===== src/rtl/buck_ctrl_pkg.sv =====
// Constants, register map and types for the step-down converter control.
// Assumes a 100 MHz system clock and a 32-bit classic Wishbone register bus.
package buck_ctrl_pkg;

	localparam int unsigned NCONV = 3;

	// Register byte addresses
	localparam logic [7:0] ADDR_CTRL = 8'h00;
	localparam logic [7:0] ADDR_MODE = 8'h04;
	localparam logic [7:0] ADDR_PRI0 = 8'h08;
	localparam logic [7:0] ADDR_SCL0 = 8'h14;
	localparam logic [7:0] ADDR_STAT = 8'h20;
	localparam logic [7:0] ADDR_IRQ_STAT = 8'h24;
	localparam logic [7:0] ADDR_IRQ_CLR = 8'h28;
	localparam logic [7:0] ADDR_IRQ_EN = 8'h2C;

	// Control register fields
	localparam int unsigned CTRL_ON_LSB = 0;
	localparam int unsigned CTRL_QUICK_BIT = 3;
	localparam int unsigned CTRL_VS_SOFT_BIT = 4;
	localparam int unsigned CTRL_VS_PIN_EN_BIT = 5;

	// Mode register fields, one bit per converter from each LSB
	localparam int unsigned MODE_INH_LSB = 0;
	localparam int unsigned MODE_REQ_LSB = 4;
	localparam int unsigned MODE_FORCE_LSB = 8;
	localparam int unsigned MODE_FREQ_LSB = 12;

	// Status register fields
	localparam int unsigned STAT_EN_LSB = 0;
	localparam int unsigned STAT_RAMP_LSB = 3;
	localparam int unsigned STAT_XIT_LSB = 6;
	localparam int unsigned STAT_VS_BIT = 9;
	localparam int unsigned STAT_RANGE_LSB = 10;

	// Interrupt fields
	localparam int unsigned IRQ_W = 9;
	localparam int unsigned IRQ_SS_LSB = 0;
	localparam int unsigned IRQ_VS_LSB = 3;
	localparam int unsigned IRQ_OV_LSB = 6;

	// Reset values
	localparam logic [31:0] CTRL_RST = 32'h0000_0000;
	localparam logic [31:0] MODE_RST = 32'h0000_0000;
	localparam logic [7:0] SETPT_RST = 8'h40;

	// Voltage code decoding, microvolts
	localparam int unsigned TGT_W = 22;
	localparam int unsigned R1_BASE_UV = 600000;
	localparam int unsigned R1_STEP_UV = 9376;
	localparam int unsigned R2_BASE_UV = 800000;
	localparam int unsigned R2_STEP_UV = 12500;

	// Timing
	localparam int unsigned CLK_MHZ = 100;
	localparam int unsigned SS_SLOW_US = 600;
	localparam int unsigned SS_FAST_US = 250;
	localparam int unsigned SLEW_STEP_NS = 1000;
	localparam int unsigned CNT_W = 16;
	localparam int unsigned SS_SLOW_CYC = SS_SLOW_US * CLK_MHZ;
	localparam int unsigned SS_FAST_CYC = SS_FAST_US * CLK_MHZ;
	localparam int unsigned SLEW_CYC = SLEW_STEP_NS * CLK_MHZ / 1000;
	localparam int unsigned SLEW_W = 8;
	localparam int unsigned SYNC_W = 7;

	typedef enum logic [1:0] {
		ST_OFF,
		ST_RAMP,
		ST_ON
	} conv_state_t;

endpackage : buck_ctrl_pkg


===== src/rtl/buck_regulator_control.sv =====
// Control logic for three step-down converters behind a Wishbone slave.
// Assumes factory straps are static and pin inputs are asynchronous.
//
// Summary of operation
// - Primary setpoint normally; scaled setpoint while voltage scaling active.
// - Range one, converters one and two: 0.6 V plus code times 9.376 mV.
// - Range two, all converters: 0.8 V plus code times 12.5 mV.
// - Deep light-load saving only when inhibit is 0 and request is 1.
// - Force bit 1 keeps fixed frequency; else power save at light load.
// - Soft-start 600 us when quick select is 0, 250 us when 1.
// - Soft-start on every enable and on every fault restart.
// - Force bit set to 1 during every setpoint transition, either direction.
// - Output moves between setpoints gradually at a defined slew rate after soft-start.
// - Each converter enabled or disabled by its own on bit.
// - Followers of a disabled converter follow the factory option set.
// - Disabled converter closes its discharge switch to power ground.
// - At full duty after soft-start the high-side switch is held on continuously.
// - Each converter switches at 1.125 MHz or 2.25 MHz by configuration.
// - A pin may serve as the voltage-scaling select input.
module buck_regulator_control #(
	parameter logic [15:0] SS_SLOW_CYC = 16'(buck_ctrl_pkg::SS_SLOW_CYC),
	parameter logic [15:0] SS_FAST_CYC = 16'(buck_ctrl_pkg::SS_FAST_CYC)
) (
	input wire logic ref_clk_i, // System clock
	input wire logic sys_rst_i, // Async reset, active high
	input wire logic wb_cyc_i, // Bus cycle
	input wire logic wb_stb_i, // Bus strobe
	input wire logic wb_we_i, // Write enable
	input wire logic [7:0] wb_adr_i, // Byte address
	input wire logic [3:0] wb_sel_i, // Byte lanes
	input wire logic [31:0] wb_dat_i, // Write data
	output logic [31:0] wb_dat_o, // Read data
	output logic wb_ack_o, // Acknowledge
	input wire logic [2:0] range_one_i, // Strap: 1 selects range one, bits 0/1 only
	input wire logic [1:0] follow_cfg_i, // Strap: conv 2/3 follow conv 1
	input wire logic vs_pin_i, // Scaling select pin
	input wire logic [2:0] fault_restart_i, // Fault restart request
	input wire logic [2:0] duty_full_i, // Full duty demanded
	output logic [2:0] conv_en_o, // Converter running
	output logic [2:0] discharge_o, // Discharge switch closed
	output logic [2:0] ramp_active_o, // Soft-start in progress
	output logic [2:0] deep_save_o, // Deep light-load saving
	output logic [2:0] fixed_freq_o, // Fixed-frequency forced
	output logic [2:0] high_freq_o, // 1: 2.25 MHz, 0: 1.125 MHz
	output logic [2:0] high_side_hold_o, // High-side held on
	output logic [2:0][21:0] target_uv_o, // Target voltage, uV
	output logic vs_busy_o, // Any setpoint transition busy
	output logic irq_o // Interrupt, active high
);

	function automatic logic [31:0] merge_sel(input logic [31:0] old_v,
			input logic [31:0] new_v, input logic [3:0] sel);
		logic [31:0] r;
		r = old_v;
		for (int b = 0; b < 4; b++) begin
			if (sel[b]) begin
				r[b*8 +: 8] = new_v[b*8 +: 8];
			end
		end
		return r;
	endfunction : merge_sel

	function automatic logic [21:0] code_to_uv(input logic range_one,
			input logic [7:0] code);
		int unsigned uv;
		uv = range_one ?
			buck_ctrl_pkg::R1_BASE_UV + 32'(code) * buck_ctrl_pkg::R1_STEP_UV :
			buck_ctrl_pkg::R2_BASE_UV + 32'(code) * buck_ctrl_pkg::R2_STEP_UV;
		return uv[21:0];
	endfunction : code_to_uv

	logic ack_q;
	logic [31:0] rdata_q;
	logic [31:0] ctrl_q;
	logic [31:0] mode_q;
	logic [2:0] force_q;
	logic [2:0] force_save_q;
	logic [2:0][7:0] pri_q;
	logic [2:0][7:0] scl_q;
	logic [buck_ctrl_pkg::IRQ_W-1:0] irq_stat_q;
	logic [buck_ctrl_pkg::IRQ_W-1:0] irq_en_q;
	logic [2:0] range_one_q;
	logic [1:0] follow_q;
	logic strap_done_q;
	logic [buck_ctrl_pkg::SYNC_W-1:0] s1_q, s2_q, s3_q, st_q;
	logic [2:0] fault_prev_q;
	buck_ctrl_pkg::conv_state_t state_q [3];
	logic [2:0][15:0] ss_cnt_q;
	logic [2:0][7:0] cur_code_q;
	logic [2:0][7:0] slew_cnt_q;
	logic [2:0] xit_q;

	logic req;
	logic wr;
	logic vs_act;
	logic [15:0] ss_len;
	logic [2:0] en_req;
	logic [2:0] fault_pulse;
	logic [2:0] xs_start;
	logic [2:0] xs_end;
	logic [2:0] ss_done;
	logic [2:0][7:0] want_code;
	logic [buck_ctrl_pkg::IRQ_W-1:0] irq_ev;
	logic [buck_ctrl_pkg::IRQ_W-1:0] irq_clr;
	logic [31:0] rd_mux;
	logic [31:0] clr_word;
	logic [31:0] en_word;
	logic [2:0] follow_mask;

	assign req = wb_cyc_i & wb_stb_i & ~ack_q;
	assign wr = req & wb_we_i;
	assign vs_act = ctrl_q[buck_ctrl_pkg::CTRL_VS_SOFT_BIT] |
		(ctrl_q[buck_ctrl_pkg::CTRL_VS_PIN_EN_BIT] & st_q[0]);
	assign ss_len = ctrl_q[buck_ctrl_pkg::CTRL_QUICK_BIT] ?
		SS_FAST_CYC : SS_SLOW_CYC;

	assign follow_mask = {follow_q, 1'b0};
	assign clr_word = merge_sel(32'h0000_0000, wb_dat_i, wb_sel_i);
	assign en_word = merge_sel(32'(irq_en_q), wb_dat_i, wb_sel_i);

	always_comb begin
		irq_clr = '0;
		if (wr && wb_adr_i[7:2] == buck_ctrl_pkg::ADDR_IRQ_CLR[7:2]) begin
			irq_clr = clr_word[buck_ctrl_pkg::IRQ_W-1:0];
		end
	end

	// Per-converter decisions
	always_comb begin
		irq_ev = '0;
		for (int i = 0; i < 3; i++) begin
			en_req[i] = ctrl_q[buck_ctrl_pkg::CTRL_ON_LSB + i];
			if (follow_mask[i] && !ctrl_q[buck_ctrl_pkg::CTRL_ON_LSB]) begin
				en_req[i] = 1'b0;
			end
			fault_pulse[i] = st_q[1+i] & ~fault_prev_q[i];
			want_code[i] = vs_act ? scl_q[i] : pri_q[i];
			ss_done[i] = (state_q[i] == buck_ctrl_pkg::ST_RAMP) &&
				(ss_cnt_q[i] >= ss_len - 16'h0001) && !fault_pulse[i];
			xs_start[i] = (state_q[i] == buck_ctrl_pkg::ST_ON) && en_req[i] &&
				!xit_q[i] && (cur_code_q[i] != want_code[i]);
			xs_end[i] = xit_q[i] && (cur_code_q[i] == want_code[i]);
			irq_ev[buck_ctrl_pkg::IRQ_SS_LSB + i] = ss_done[i];
			irq_ev[buck_ctrl_pkg::IRQ_VS_LSB + i] = xs_end[i];
			irq_ev[buck_ctrl_pkg::IRQ_OV_LSB + i] = xs_start[i] && vs_act &&
				(pri_q[i] <= scl_q[i]);
		end
	end

	// Bus handshake, one registered answer per request, acknowledged the next cycle
	always_ff @(posedge ref_clk_i or posedge sys_rst_i) begin
		if (sys_rst_i) begin
			ack_q <= 1'b0;
			rdata_q <= 32'h0000_0000;
		end else begin
			ack_q <= req;
			if (req) begin
				rdata_q <= wb_we_i ? 32'h0000_0000 : rd_mux;
			end
		end
	end

	always_comb begin
		rd_mux = 32'h0000_0000;
		unique case (wb_adr_i[7:2])
			buck_ctrl_pkg::ADDR_CTRL[7:2]: rd_mux = ctrl_q;
			buck_ctrl_pkg::ADDR_MODE[7:2]: begin
				rd_mux = mode_q;
				rd_mux[buck_ctrl_pkg::MODE_FORCE_LSB +: 3] = force_q;
			end
			buck_ctrl_pkg::ADDR_STAT[7:2]: begin
				for (int i = 0; i < 3; i++) begin
					rd_mux[buck_ctrl_pkg::STAT_EN_LSB + i] =
						state_q[i] != buck_ctrl_pkg::ST_OFF;
					rd_mux[buck_ctrl_pkg::STAT_RAMP_LSB + i] =
						state_q[i] == buck_ctrl_pkg::ST_RAMP;
				end
				rd_mux[buck_ctrl_pkg::STAT_XIT_LSB +: 3] = xit_q;
				rd_mux[buck_ctrl_pkg::STAT_VS_BIT] = vs_act;
				rd_mux[buck_ctrl_pkg::STAT_RANGE_LSB +: 3] = range_one_q;
			end
			buck_ctrl_pkg::ADDR_IRQ_STAT[7:2]:
				rd_mux[buck_ctrl_pkg::IRQ_W-1:0] = irq_stat_q;
			buck_ctrl_pkg::ADDR_IRQ_EN[7:2]:
				rd_mux[buck_ctrl_pkg::IRQ_W-1:0] = irq_en_q;
			default: begin
				for (int i = 0; i < 3; i++) begin
					if (wb_adr_i[7:2] == 6'(buck_ctrl_pkg::ADDR_PRI0[7:2] + i)) begin
						rd_mux[7:0] = pri_q[i];
					end
					if (wb_adr_i[7:2] == 6'(buck_ctrl_pkg::ADDR_SCL0[7:2] + i)) begin
						rd_mux[7:0] = scl_q[i];
					end
				end
			end
		endcase
	end

	// Software registers
	always_ff @(posedge ref_clk_i or posedge sys_rst_i) begin
		if (sys_rst_i) begin
			ctrl_q <= buck_ctrl_pkg::CTRL_RST;
			mode_q <= buck_ctrl_pkg::MODE_RST;
			irq_en_q <= '0;
			pri_q <= {3{buck_ctrl_pkg::SETPT_RST}};
			scl_q <= {3{buck_ctrl_pkg::SETPT_RST}};
		end else if (wr) begin
			if (wb_adr_i[7:2] == buck_ctrl_pkg::ADDR_CTRL[7:2]) begin
				ctrl_q <= merge_sel(ctrl_q, wb_dat_i, wb_sel_i) & 32'h0000_003F;
			end
			if (wb_adr_i[7:2] == buck_ctrl_pkg::ADDR_MODE[7:2]) begin
				mode_q <= merge_sel(mode_q, wb_dat_i, wb_sel_i) & 32'h0000_7077;
			end
			if (wb_adr_i[7:2] == buck_ctrl_pkg::ADDR_IRQ_EN[7:2]) begin
				irq_en_q <= en_word[buck_ctrl_pkg::IRQ_W-1:0];
			end
			for (int i = 0; i < 3; i++) begin
				if (wb_sel_i[0] &&
						wb_adr_i[7:2] == 6'(buck_ctrl_pkg::ADDR_PRI0[7:2] + i)) begin
					pri_q[i] <= wb_dat_i[7:0];
				end
				if (wb_sel_i[0] &&
						wb_adr_i[7:2] == 6'(buck_ctrl_pkg::ADDR_SCL0[7:2] + i)) begin
					scl_q[i] <= wb_dat_i[7:0];
				end
			end
		end
	end

	// Force bit: software value, overridden while a transition runs
	always_ff @(posedge ref_clk_i or posedge sys_rst_i) begin
		if (sys_rst_i) begin
			force_q <= '0;
			force_save_q <= '0;
		end else begin
			for (int i = 0; i < 3; i++) begin
				if (xs_start[i]) begin
					force_save_q[i] <= force_q[i];
					force_q[i] <= 1'b1;
				end else if (xs_end[i] || (xit_q[i] &&
						(state_q[i] != buck_ctrl_pkg::ST_ON || !en_req[i]))) begin
					// An aborted transition gives back the saved value too
					force_q[i] <= force_save_q[i];
				end else if (wr && wb_sel_i[1] &&
						wb_adr_i[7:2] == buck_ctrl_pkg::ADDR_MODE[7:2]) begin
					if (xit_q[i]) begin
						force_save_q[i] <= wb_dat_i[buck_ctrl_pkg::MODE_FORCE_LSB + i];
					end else begin
						force_q[i] <= wb_dat_i[buck_ctrl_pkg::MODE_FORCE_LSB + i];
					end
				end
			end
		end
	end

	// Sticky interrupt status, set wins over clear
	always_ff @(posedge ref_clk_i or posedge sys_rst_i) begin
		if (sys_rst_i) begin
			irq_stat_q <= '0;
		end else begin
			irq_stat_q <= (irq_stat_q & ~irq_clr) | irq_ev;
		end
	end

	// Straps caught once after reset release
	always_ff @(posedge ref_clk_i or posedge sys_rst_i) begin
		if (sys_rst_i) begin
			strap_done_q <= 1'b0;
			range_one_q <= '0;
			follow_q <= '0;
		end else if (!strap_done_q) begin
			strap_done_q <= 1'b1;
			range_one_q <= {1'b0, range_one_i[1:0]};
			follow_q <= follow_cfg_i;
		end
	end

	// Pin synchronisers: value accepted when stages two and three agree
	always_ff @(posedge ref_clk_i or posedge sys_rst_i) begin
		if (sys_rst_i) begin
			s1_q <= '0;
			s2_q <= '0;
			s3_q <= '0;
			st_q <= '0;
			fault_prev_q <= '0;
		end else begin
			s1_q <= {duty_full_i, fault_restart_i, vs_pin_i};
			s2_q <= s1_q;
			s3_q <= s2_q;
			for (int b = 0; b < buck_ctrl_pkg::SYNC_W; b++) begin
				if (s2_q[b] == s3_q[b]) begin
					st_q[b] <= s3_q[b];
				end
			end
			fault_prev_q <= st_q[3:1];
		end
	end

	// Converter sequencing: off, soft-start ramp, on
	always_ff @(posedge ref_clk_i or posedge sys_rst_i) begin
		if (sys_rst_i) begin
			for (int i = 0; i < 3; i++) begin
				state_q[i] <= buck_ctrl_pkg::ST_OFF;
			end
			ss_cnt_q <= '0;
		end else begin
			for (int i = 0; i < 3; i++) begin
				unique case (state_q[i])
					buck_ctrl_pkg::ST_OFF: begin
						ss_cnt_q[i] <= '0;
						if (en_req[i] && strap_done_q) begin
							state_q[i] <= buck_ctrl_pkg::ST_RAMP;
						end
					end
					buck_ctrl_pkg::ST_RAMP: begin
						ss_cnt_q[i] <= ss_cnt_q[i] + 16'h0001;
						if (!en_req[i]) begin
							state_q[i] <= buck_ctrl_pkg::ST_OFF;
						end else if (fault_pulse[i]) begin
							ss_cnt_q[i] <= '0;
						end else if (ss_done[i]) begin
							state_q[i] <= buck_ctrl_pkg::ST_ON;
						end
					end
					buck_ctrl_pkg::ST_ON: begin
						ss_cnt_q[i] <= '0;
						if (!en_req[i]) begin
							state_q[i] <= buck_ctrl_pkg::ST_OFF;
						end else if (fault_pulse[i]) begin
							state_q[i] <= buck_ctrl_pkg::ST_RAMP;
						end
					end
				endcase
			end
		end
	end

	// Setpoint slew: one code step per slew interval
	always_ff @(posedge ref_clk_i or posedge sys_rst_i) begin
		if (sys_rst_i) begin
			cur_code_q <= {3{buck_ctrl_pkg::SETPT_RST}};
			slew_cnt_q <= '0;
			xit_q <= '0;
		end else begin
			for (int i = 0; i < 3; i++) begin
				if (state_q[i] != buck_ctrl_pkg::ST_ON || !en_req[i]) begin
					cur_code_q[i] <= want_code[i];
					slew_cnt_q[i] <= '0;
					xit_q[i] <= 1'b0;
				end else if (xs_start[i]) begin
					xit_q[i] <= 1'b1;
					slew_cnt_q[i] <= '0;
				end else if (xs_end[i]) begin
					xit_q[i] <= 1'b0;
				end else if (xit_q[i]) begin
					if (slew_cnt_q[i] == 8'(buck_ctrl_pkg::SLEW_CYC - 1)) begin
						slew_cnt_q[i] <= '0;
						cur_code_q[i] <= (cur_code_q[i] < want_code[i]) ?
							cur_code_q[i] + 8'h01 :
							cur_code_q[i] - 8'h01;
					end else begin
						slew_cnt_q[i] <= slew_cnt_q[i] + 8'h01;
					end
				end
			end
		end
	end

	// Registered outputs
	always_ff @(posedge ref_clk_i or posedge sys_rst_i) begin
		if (sys_rst_i) begin
			conv_en_o <= '0;
			discharge_o <= '1;
			ramp_active_o <= '0;
			deep_save_o <= '0;
			fixed_freq_o <= '0;
			high_freq_o <= '0;
			high_side_hold_o <= '0;
			target_uv_o <= '0;
			vs_busy_o <= 1'b0;
			irq_o <= 1'b0;
		end else begin
			for (int i = 0; i < 3; i++) begin
				conv_en_o[i] <= state_q[i] != buck_ctrl_pkg::ST_OFF;
				// Closes the 4.4/9.4 ohm path whenever the converter is off
				discharge_o[i] <= state_q[i] == buck_ctrl_pkg::ST_OFF;
				ramp_active_o[i] <= state_q[i] == buck_ctrl_pkg::ST_RAMP;
				deep_save_o[i] <= state_q[i] != buck_ctrl_pkg::ST_OFF &&
					!mode_q[buck_ctrl_pkg::MODE_INH_LSB + i] &&
					mode_q[buck_ctrl_pkg::MODE_REQ_LSB + i];
				fixed_freq_o[i] <= force_q[i];
				high_freq_o[i] <= mode_q[buck_ctrl_pkg::MODE_FREQ_LSB + i];
				high_side_hold_o[i] <= state_q[i] == buck_ctrl_pkg::ST_ON &&
					st_q[4+i];
				target_uv_o[i] <= code_to_uv(range_one_q[i],
					cur_code_q[i]);
			end
			vs_busy_o <= |xit_q;
			irq_o <= |(irq_stat_q & irq_en_q);
		end
	end

	assign wb_ack_o = ack_q;
	assign wb_dat_o = rdata_q;

endmodule : buck_regulator_control


===== config.mk =====
export PLATFORM = sky130hd
export DESIGN_NAME = buck_regulator_control
export DESIGN_NICKNAME = d
export VERILOG_FILES = /design/src/rtl/buck_ctrl_pkg.sv /design/src/rtl/buck_regulator_control.sv
export SDC_FILE = /design/constraint.sdc
export NUM_CORES = 1
export LEC_CHECK = 0
export ABC_AREA = 1
export ABC_CLOCK_PERIOD_IN_PS = 10930
export BUFFER_PORTS_ARGS = -buffer_cell sky130_fd_sc_hd__buf_2
export CORE_MARGIN = 1.5
export CORE_UTILIZATION = 50
export DETAILED_ROUTE_END_ITERATION = 8
export HOLD_SLACK_MARGIN = 0.1
export PLACE_DENSITY_LB_ADDON = 0.08
export SYNTH_ARGS = -nofsm -noshare
export SYNTH_HDL_FRONTEND = slang
export SYNTH_SLANG_ARGS = --single-unit

===== constraint.sdc =====
create_clock -name ref_clk_i -period 10.93 [get_ports ref_clk_i]
set_clock_uncertainty 0.05 [all_clocks]
set_input_delay 1.093 -clock ref_clk_i [delete_from_list [all_inputs] [get_ports ref_clk_i]]
set_output_delay 1.093 -clock ref_clk_i [all_outputs]
set_load 0.02 [all_outputs]

==> results.toml <==
[status]
status = "finished clean"

[routing]
routed_wl_mm = 62.5
drt-pass1-iter-count = 6
drc = 0
antenna_left = 0
routedWlPerCell_um = 16.2
viasPerCell = 5.39
drt_iter0_markers = 1403
vias = 20871

[timing]
rsz0062_at_grt = "false"
fin_crit_ns = 4.64
fin_tns_setup_ns = 0
drv_slew = 0
setup_violations = 0
period_share_pct = 42.4
hold_viol_final = 0
tightest_slew_ns = 1.06
relSlewSlack_pct = 28.9
worst_slack_ns = 6.29
fmax_mhz = 216

[synthesis]
yosysTopAreaCell = "dfrtp_1"
postSynthCellCount = 3071
ys.flop_type = "dfrtp_1"
synth_area_um2 = 24500
yosys.area_share.simple_pct = 22.1
avgSynthCellArea_um2 = 7.97
yosysWarnings = 0
ys_seq_elements = 327
yosysSeqAreaShare_pct = 33.5
synth_compound_area_share_pct = 13.0
synth_top_area_share_pct = 32.2
synth_xor_area_share_pct = 1.89
yosys-top-cells-area = "dfrtp_1 (32%), ha_1 (17%), nand2_1 (11%), inv_1 (6.3%), o21ai_0 (5.0%)"
synth_top_family_by_area = "simple AND/OR/NAND/NOR gates"
synthArstFlopShare_pct = 100
synth_mux_area_share_pct = 0.210
yosys.area_share.adder_pct = 21.5
synth_edf_count = 0
ys_types = 75

[worst_setup_path]
arrival_ns = 5.02
crit_path_end_kind = "register"
crit_required_ns = 11.32
cp_max_fo = 9
critPathKind = "reg -> reg"
crit_path_start_kind = "register"

[final_layout]
final_area_um2 = 27100
drive_gt1_share_pct = 8.70
nNetsFinal = 3668
area_delta_synth_final_pct = 10.8
fillCellCount = 4498

[placement]
hpwl_mm = 49.1
placed_area_um2 = 25700
io_buffers = 136
dp_slack_ns = 6.34
gp_congestion = 0.923

[global_route]
grt_max_degree = 158
antenna_found_initial = 8
grt_pass1_vias = 20306
grt_usage_pct = 25.3
overflow = 0
grt_pass1_wl_mm = 103

[floorplanning]
initial_core_util_pct = 50.9
die_width_um = 224
core_um2 = 48000
die-area_um2 = 50300
placementRows = 80
io_pins = 183
die_y_um = 224

[hold_path]
hold_class = "reg -> reg"

[cts]
insertion_delay_ns = 0.59
postCtsResizedCells = 0
cts_sinks = 327
cts-hold-fix-buffers = 0
path_clk_slew_ns = 0.05
clk_path_buf_depth = 3
cts_tree = "done"
cts_inserted_buffers = 39
post_cts_buffers = 0
cts.htree.levels = 2
root_buffer = "clkbuf_16"

[job]
drv_cap = 0

[power]
vdd_ir_drop_max_mv = 0.121
leakagePower_nw = 14.5
power_density_nw_per_um2 = 138
sequential cells by signal (all words and copies together), names as in the netlist, 9 cells and up:
name and flops:
target_uv_o 60, pri_q 24, slew_cnt_q 24, cur_code_q 24, wb_dat_o 15, irq_en_q 9, irq_stat_q 9, mode_q 9
ss_cnt_q 48, scl_q 24
final timing paths:
check	startpoint	endpoint	slack, ns	cells past startpoint
max reg2reg	cur_code_q[4]	target_uv_o[18]	6.29	18
min in group asynchronous	sys_rst_i	slew_cnt_q[15]	0.59	2
max	cur_code_q[4]	target_uv_o[18]	6.29	18
min	s1_q[1]	s2_q[1]	0.30	0
max in group asynchronous	sys_rst_i	pri_q[21]	8.13	4
min reg2reg	s1_q[1]	s2_q[1]	0.30	0
synthesized netlist by cell type (all sizes together) (6+ instances only):
cell,count
a211oi,8
a21oi,163
a22oi,7
a31oi,17
a32o,7
buf,29
clkbuf,23
dfrtp,315
dfstp,12
fa,51
ha,333
inv,424
maj3,7
nand2,730
nand3,153
nand3b,9
nand4,39
nor2,252
nor3,49
nor3b,15
nor4,7
o2111ai,7
o211ai,15
o21a,6
o21ai,251
o21bai,15
o22ai,12
o31ai,6
xnor2,15
xor2,37
metal layers:
layer / vias up / global-route usage [%] / part of all wire (%)
met5: - / 0 / 0.10
met2: 384 / 43.7 / 48
met1: 9855 / 32.2 / 44
met4: 10 / 9.11 / 3.2
met3: 121 / 3.69 / 4.4
li1: 10501 / - / -
worst max-delay path: stages, from the launching register on:
cell and delay, ns:
dfrtp_1 0.63, ha_1 0.37, ha_1 0.30, inv_1 0.05, fa_1 0.50, inv_1 0.06
fa_1 0.49, ha_1 0.41, or2_4 0.29, nand3_1 0.10, and2_1 0.14, ha_1 0.16
inv_1 0.04, nand2_1 0.09, nand2_1 0.09, nand2_1 0.14, nand3_1 0.16, o21ai_0 0.33
nand2_1 0.11
area by class of cell:
cell class / instances / area [um2] / area share (%)
clock buffers: 58 / 1140 / 4.20
flip-flops and latches: 327 / 8200 / 30.3
diodes: 3 / 7.51 / 0.0277
inverters: 426 / 1610 / 5.93
clock inverters: 13 / 204 / 0.753
multi-input cells: 2288 / 14400 / 53.3
repair buffers: 141 / 731 / 2.70
well taps: 615 / 769 / 2.84
per-stage QoR:
stage          hold slack (ns)  power (mW)  cells  utilization (%)
6_report                 0.296        3.73   3871             56.4
5_1_grt                  0.302        3.95   3869             56.4
4_1_cts                  0.298        3.77   3868             56.4
3_5_place_dp             0.285        2.40   3797             53.6
3_3_place_gp             0.281        2.38   3797             53.6
2_1_floorplan            0.281        2.12   3093                -
where the power goes:
part	internal (mW)	switching (mW)	total, mW
clock network	0.802	0.544	1.35
registers	1.32	0.0703	1.39
logic	0.328	0.665	0.993
total	2.45	1.28	3.73
cells by family (layout without fill, tap and decap cells):
| group | count (synthesis) | count (layout) |
|---|---|---|
| xor+xnor | 52 | 52 |
| mux | 5 | 5 |
| other cells | 2 | 27 |
| fa+ha+maj | 391 | 391 |
| flops | 327 | 327 |
| simple gates | 1264 | 1264 |
| buf+inv | 478 | 638 |
| compound gates | 552 | 552 |
cells in the final DEF, fill, tap and decap left out, types with 15 or more instances in the layout:
cell,count
nand2_1,726
inv_1,410
ha_1,333
dfrtp_1,315
o21ai_0,246
nor2_1,228
a21oi_1,158
nand3_1,150
buf_2,136
fa_1,51
nor3_1,46
nand4_1,39
clkbuf_16,39
xor2_1,36
conb_1,24
a31oi_1,17
o21bai_1,15
o211ai_1,15
xnor2_1,15
Note: power is estimated with default switching activity, not from simulation.
